$ cat config.mk
export PLATFORM = sky130hd
export DESIGN_NAME = rot_bitset_core
export DESIGN_NICKNAME = d
export VERILOG_FILES = /design/src/inc/rot_bitset_pkg.sv /design/src/hw/rot_bitset_core.sv /design/src/hw/rotate_unit.sv
export VERILOG_INCLUDE_DIRS = /design/src /design/src/inc
export SDC_FILE = /design/constraint.sdc
export NUM_CORES = 1
export LEC_CHECK = 0
export ABC_AREA = 0
export ABC_CLOCK_PERIOD_IN_PS = 1100
export BUFFER_PORTS_ARGS = -buffer_cell sky130_fd_sc_hd__buf_2
export CORE_MARGIN = 2
export CORE_UTILIZATION = 41
export DETAILED_ROUTE_END_ITERATION = 8
export GPL_TIMING_DRIVEN = 0
export PLACE_DENSITY_LB_ADDON = 0.15
export SLEW_MARGIN = 20
export SYNTH_ARGS = -nofsm -noshare
export SYNTH_HDL_FRONTEND = slang
export SYNTH_HIERARCHICAL = 1
export SYNTH_SLANG_ARGS = --single-unit
$ cat constraint.sdc
create_clock -name i_clock -period 1.1 [get_ports i_clock]
set_clock_uncertainty 0.15 [all_clocks]
set_input_delay 0.165 -clock i_clock [delete_from_list [all_inputs] [get_ports i_clock]]
set_output_delay 0.165 -clock i_clock [all_outputs]
set_load 0.03 [all_outputs]
$ cat src/inc/rot_bitset_consts.svh
`ifndef ROT_BITSET_CONSTS_SVH
`define ROT_BITSET_CONSTS_SVH

// Reset values
`define ACC_RESET        8'h00
`define CARRY_RESET      1'b0
`define PSW_RESET        8'h00
`define PORT_RESET       8'hFF
// Carry position inside the status byte
`define PSW_CARRY_POS    7
// Bit-address space: the eight addresses starting at this one hit the output port latch
`define PORT_BIT_BASE    8'h90
// Result latency of every operation, in clock cycles
`define OP_LATENCY_CYC   1

`endif

$ cat src/inc/rot_bitset_pkg.sv
package rot_bitset_pkg;

    typedef enum logic [2:0] {
        OP_NONE                       = 3'h0,
        OP_ROTATE_RIGHT_PLAIN         = 3'h1,
        OP_ROTATE_RIGHT_THROUGH_CARRY = 3'h3,
        OP_FORCE_BIT_HIGH_CARRY       = 3'h2,
        OP_FORCE_BIT_HIGH_BIT         = 3'h6
    } op_t;

endpackage

$ cat src/hw/rot_bitset_core.sv
`timescale 1ns/10ps
`default_nettype none

`include "rot_bitset_consts.svh"

// Functional notes
// - Plain right rotate moves each accumulator bit down one place, bit 0 wrapping to bit 7.
// - Plain right rotate changes the accumulator only, leaving carry and all flags.
// - Rotate through carry turns accumulator and carry as a nine-bit ring to the right.
// - Rotate through carry changes only accumulator and carry, no other flag.
// - Bit set forces the carry or the addressed bit to one and changes no other flag.
// - Bit set on a port latch bit raises only that bit and the port output follows.
module rot_bitset_core
    import rot_bitset_pkg::*;
#(
    parameter int WIDTH = 8
) (
    input  wire logic             i_clock,
    input  wire logic             i_rst_n,
    input  wire logic             i_op_valid,
    input  wire op_t              i_op,
    input  wire logic [7:0]       i_bit_addr,
    input  wire logic             i_acc_load,
    input  wire logic [WIDTH-1:0] i_acc_load_value,
    input  wire logic             i_psw_load,
    input  wire logic [7:0]       i_psw_load_value,
    input  wire logic             i_port_load,
    input  wire logic [WIDTH-1:0] i_port_load_value,
    output logic      [WIDTH-1:0] o_acc,
    output logic      [7:0]       o_psw,
    output logic      [WIDTH-1:0] o_port,
    output logic                  o_bit_write,
    output logic      [7:0]       o_bit_write_addr,
    output logic                  o_done
);

    initial begin
        if (WIDTH != 8) begin
            $error("rot_bitset_core: WIDTH must be 8");
        end
        if (`OP_LATENCY_CYC != 1) begin
            $error("rot_bitset_core: latency must be one cycle");
        end
    end

    typedef struct packed {
        logic [WIDTH-1:0] acc;
        logic [7:0]       psw;
        logic [WIDTH-1:0] port;
        logic             bit_write;
        logic [7:0]       bit_write_addr;
        logic             done;
    } state_t;

    state_t state_reg;
    state_t state_next;

    logic [WIDTH-1:0] rot_value;
    logic             rot_carry;

    function automatic logic is_port_bit(input logic [7:0] addr);
        return (addr >= `PORT_BIT_BASE) && (addr < (`PORT_BIT_BASE + 8'h08));
    endfunction

    rotate_unit #(
        .WIDTH (WIDTH)
    ) u_rotate (
        .i_value         (state_reg.acc),
        .i_carry         (state_reg.psw[`PSW_CARRY_POS]),
        .i_through_carry (i_op == OP_ROTATE_RIGHT_THROUGH_CARRY),
        .o_value         (rot_value),
        .o_carry         (rot_carry)
    );

    always_comb begin
        state_next           = state_reg;
        state_next.bit_write = 1'b0;
        state_next.done      = 1'b0;
        if (i_acc_load) begin
            state_next.acc = i_acc_load_value;
        end
        if (i_psw_load) begin
            state_next.psw = i_psw_load_value;
        end
        if (i_port_load) begin
            state_next.port = i_port_load_value;
        end
        if (i_op_valid) begin
            state_next.done = 1'b1;
            case (i_op)
                OP_ROTATE_RIGHT_PLAIN: begin
                    state_next.acc = rot_value;
                    state_next.psw = state_reg.psw;
                end
                OP_ROTATE_RIGHT_THROUGH_CARRY: begin
                    state_next.acc = rot_value;
                    state_next.psw = state_reg.psw;
                    state_next.psw[`PSW_CARRY_POS] = rot_carry;
                end
                OP_FORCE_BIT_HIGH_CARRY: begin
                    state_next.psw[`PSW_CARRY_POS] = 1'b1;
                end
                OP_FORCE_BIT_HIGH_BIT: begin
                    if (is_port_bit(i_bit_addr)) begin
                        state_next.port[i_bit_addr[2:0]] = 1'b1;
                    end else begin
                        state_next.bit_write      = 1'b1;
                        state_next.bit_write_addr = i_bit_addr;
                    end
                end
                default: begin
                    state_next.done = 1'b0;
                end
            endcase
        end
    end

    always_ff @(posedge i_clock or negedge i_rst_n) begin
        if (!i_rst_n) begin
            state_reg.acc            <= `ACC_RESET;
            state_reg.psw            <= `PSW_RESET;
            state_reg.port           <= `PORT_RESET;
            state_reg.bit_write      <= 1'b0;
            state_reg.bit_write_addr <= 8'h00;
            state_reg.done           <= 1'b0;
        end else begin
            state_reg <= state_next;
        end
    end

    assign o_acc            = state_reg.acc;
    assign o_psw            = state_reg.psw;
    assign o_port           = state_reg.port;
    assign o_bit_write      = state_reg.bit_write;
    assign o_bit_write_addr = state_reg.bit_write_addr;
    assign o_done           = state_reg.done;

endmodule // rot_bitset_core

`default_nettype wire

$ cat src/hw/rotate_unit.sv
`timescale 1ns/10ps
`default_nettype none

`include "rot_bitset_consts.svh"

module rotate_unit #(
    parameter int WIDTH = 8
) (
    input  wire logic [WIDTH-1:0] i_value,
    input  wire logic             i_carry,
    input  wire logic             i_through_carry,
    output logic      [WIDTH-1:0] o_value,
    output logic                  o_carry
);

    initial begin
        if (WIDTH < 2) begin
            $error("rotate_unit: WIDTH must be at least 2");
        end
    end

    always_comb begin
        if (i_through_carry) begin
            o_value = {i_carry, i_value[WIDTH-1:1]};
            o_carry = i_value[0];
        end else begin
            o_value = {i_value[0], i_value[WIDTH-1:1]};
            o_carry = i_carry;
        end
    end

endmodule // rotate_unit

`default_nettype wire

==> impl_metrics.py <==
metrics = {
    "clock_network": {
        "htree_levels": 2,
        "cts_buffer_depth": 2,
        "cts_buffers": 5,
        "cts.reportedPaths.clkPinSlew_ns": 0.07,
        "cts-root-buf": "clkbuf_8",
        "clk-insertion-delay-late_ns": 0.28,
        "cts_tree": "done",
        "hold_buffers": 23,
        "cts.sinks": 34,
    },
    "sta": {
        "finalHoldViolCount": 26,
        "fin_tns_setup_ns": -2.29,
        "slew_headroom_pct": 49.8,
        "finalSetupViolations": 36,
        "tightestPinTransition_ns": 0.753,
        "fin_crit_ns": 1.28,
        "hold_slack_ns": -0.202,
        "setup_ws_ns": -0.179,
        "slew_violations": 0,
        "rsz0062_at_grt": "yes",
        "max_freq_mhz": 782,
        "fin_crit_sh_pct": 116,
    },
    "routing": {
        "vias_per_cell": 4.82,
        "highest_layer": "met4",
        "dr_wl_met3_um": 260,
        "via_count": 1432,
        "drc_errors": 0,
        "met1_length_um": 1720,
        "wirelength_um": 4330,
        "wl_met2_um": 2320,
        "drt_first_pass_iters": 4,
        "detailedRoute.firstIterationViolations": 73,
        "ant_nets": 0,
        "routedWlPerCell_um": 14.6,
    },
    "logic_synthesis": {
        "synth_edf_count": 0,
        "syn_avg_cell_area_um2": 12.2,
        "ys_seq_elements": 34,
        "synth-simple-area-share_pct": 10.6,
        "ys_warn_count": 6,
        "synth_compound_area_share_pct": 10.2,
        "ys_seq_area_share_pct": 54.2,
        "synth_area_mm2": 0.00159,
        "ys_types": 31,
        "synth_top_flop_cell": "dfrtp_1",
        "synth_top_family_by_area": "multiplexers",
        "synth_mux_area_share_pct": 19.9,
        "synth-xor-area-share_pct": 0,
        "yosys.area_share.adder_pct": 0,
        "postSynthCellCount": 130,
        "synth_nets": 171,
        "async_reset_ff_share_pct": 100,
    },
    "finish": {
        "final-seq-area_um2": 861,
        "fillers": 239,
        "final_common_cell": "buf_6",
        "drive_gt1_share_pct": 59.0,
        "fin_cells": 297,
        "layout.nets": 289,
        "multi_input_comb_area_um2": 756,
        "antenna_cells": 0,
        "design_area_mm2": 0.00281,
        "final_cell_mix": "buf_6, buf_2, dfrtp_1, dlygate4sd3_1, buf_4",
        "syn_to_final_growth_pct": 76.9,
    },
    "critical_path": {
        "cp-start-kind": "register",
        "cp_top_family": "flip-flops",
        "cp.required_ns": 0.78,
        "critical_path_arrival_ns": 0.96,
        "crit_slowest_cell": "dfstp_2",
        "cp_cell_sequence": "buf_6",
        "critPathMaxStageDelay_ns": 0.55,
        "endpoint_kind": "primary output",
        "crit_fanout": 2,
        "critPathKind": "register to primary output",
        "crit_buf_inv": 1,
    },
    "floorplanning": {
        "coreArea_mm2": 0.00369,
        "dieArea_mm2": 0.00439,
        "die_w_um": 66.3,
        "initial_core_util_pct": 43.1,
        "die_height_um": 66.3,
        "boundaryPins": 75,
        "fp-row-count": 22,
    },
    "place": {
        "io_buffers": 72,
        "gp_congestion": 0.691,
        "dp_hpwl_um": 2530,
        "dp_slack_ns": -0.459,
        "dpl_cell_area_mm2": 0.00205,
        "dp.cells": 250,
    },
    "power": {
        "p_leak_nw": 1.35,
        "cellPowerDensity_mw_per_mm2": 1430,
        "ir_drop_v": 0.000880,
        "total_power_mw": 4.01,
    },
    "global_routing": {
        "grt_max_degree": 35,
        "antenna_found_initial": 0,
        "grt-ovfl-total": 0,
        "grtUsageTotal_pct": 21.0,
        "grt_pass1_vias": 1527,
        "grt_pass1_wl_um": 7000,
    },
    "status": {
        "violations": "negative hold slack, negative setup slack",
        "status": "finished, violations left",
    },
    "run": {
        "cap_viol_max_count": 0,
    },
    "hold_path": {
        "hold_path_class": "primary input to asynchronous set/reset pin",
    },
}
[sequential cells by signal, summed over array words and instances, names as in the netlist]
name	cells
o_psw	8
o_port	8
o_bit_write	1
o_done	1
o_acc	8
o_bit_write_addr	8
[what timing repair did]
| action | in CTS | in global routing |
|---|---|---|
| endpoints found under the hold margin | 46 | 26 |
| pin swaps | 2 | 8 |
| resized for setup | 74 | 25 |
| setup endpoints to repair | 36 | 51 |
| buffers inserted | 9 | 7 |
[routing by layer]
| layer | global-route usage [%] | vias up |
|---|---|---|
| met4 | 4.59 | 0 |
| met2 | 38.3 | 53 |
| met1 | 24.9 | 691 |
| met5 | 0 | - |
| li1 | - | 683 |
| met3 | 4.94 | 5 |
[final timing paths]
kind / startpoint / to / slack, ns / depth (start not counted)
setup / recovery: o_port[5]$_DFF_PN1_ / o_port[5] / -0.18 / 1
hold / removal: i_rst_n / o_done$_DFF_PN0_ / -0.20 / 1
setup reg to reg: o_psw[7]$_DFFE_PN0P_ / o_psw[7]$_DFFE_PN0P_ / -0.12 / 3
hold reg to reg: o_psw[4]$_DFFE_PN0P_ / o_psw[4]$_DFFE_PN0P_ / 0.38 / 1
max in group asynchronous: i_rst_n / o_bit_write_addr[0]$_DFFE_PN0P_ / 0.51 / 1
min in group i_clock: i_bit_addr[5] / o_bit_write_addr[5]$_DFFE_PN0P_ / 0.01 / 3
[through the flow]
stage	hold slack [ns]	utilization, %
final	-0.202	76.2
after global routing	-0.148	76.2
after CTS	-0.181	72.4
after detailed placement	0.124	55.6
after global placement	0.114	55.6
after floorplan	-0.281	-
[synth_stat cells, types with 2 or more instances]
library cell	count	area, um^2
o22a_2	2	20.0
a21oi_1	9	45.0
nor2_1	9	33.8
buf_4	7	52.6
o31ai_1	2	15.0
nand2b_1	2	12.5
nor2b_1	2	12.5
mux2_2	9	101
dfrtp_1	26	651
mux2i_1	17	170
inv_1	4	15.0
dfstp_2	8	210
o21ai_0	10	50.1
mux2_4	3	45.0
nand2_1	4	15.0
[report_power, final]
part / total (mW) / switching (mW) / internal, mW
clock network: 0.923 / 0.413 / 0.510
registers: 1.59 / 0.144 / 1.45
logic: 1.49 / 0.708 / 0.784
[layout make-up]
type                    count  area share (%)
plain buffers              10            2.36
multi-input cells          82            26.9
inverters                   4           0.534
well taps                  48            2.14
clock buffers               8            3.21
flip-flops and latches     34            30.6
repair buffers            111            34.2
[worst register-to-register path, stage by stage, from the launching register on]
cell	delay [ns]
dfrtp_1	0.42
mux2_4	0.29
a211oi_2	0.17
a21oi_1	0.06
[logic make-up (layout without fill, tap and decap cells)]
family,after synthesis,after routing
compound gates,26,26
buf+inv,14,133
flops,34,34
mux,29,29
simple gates,27,27
No activity file was read; power rests on OpenSTA's default activity.
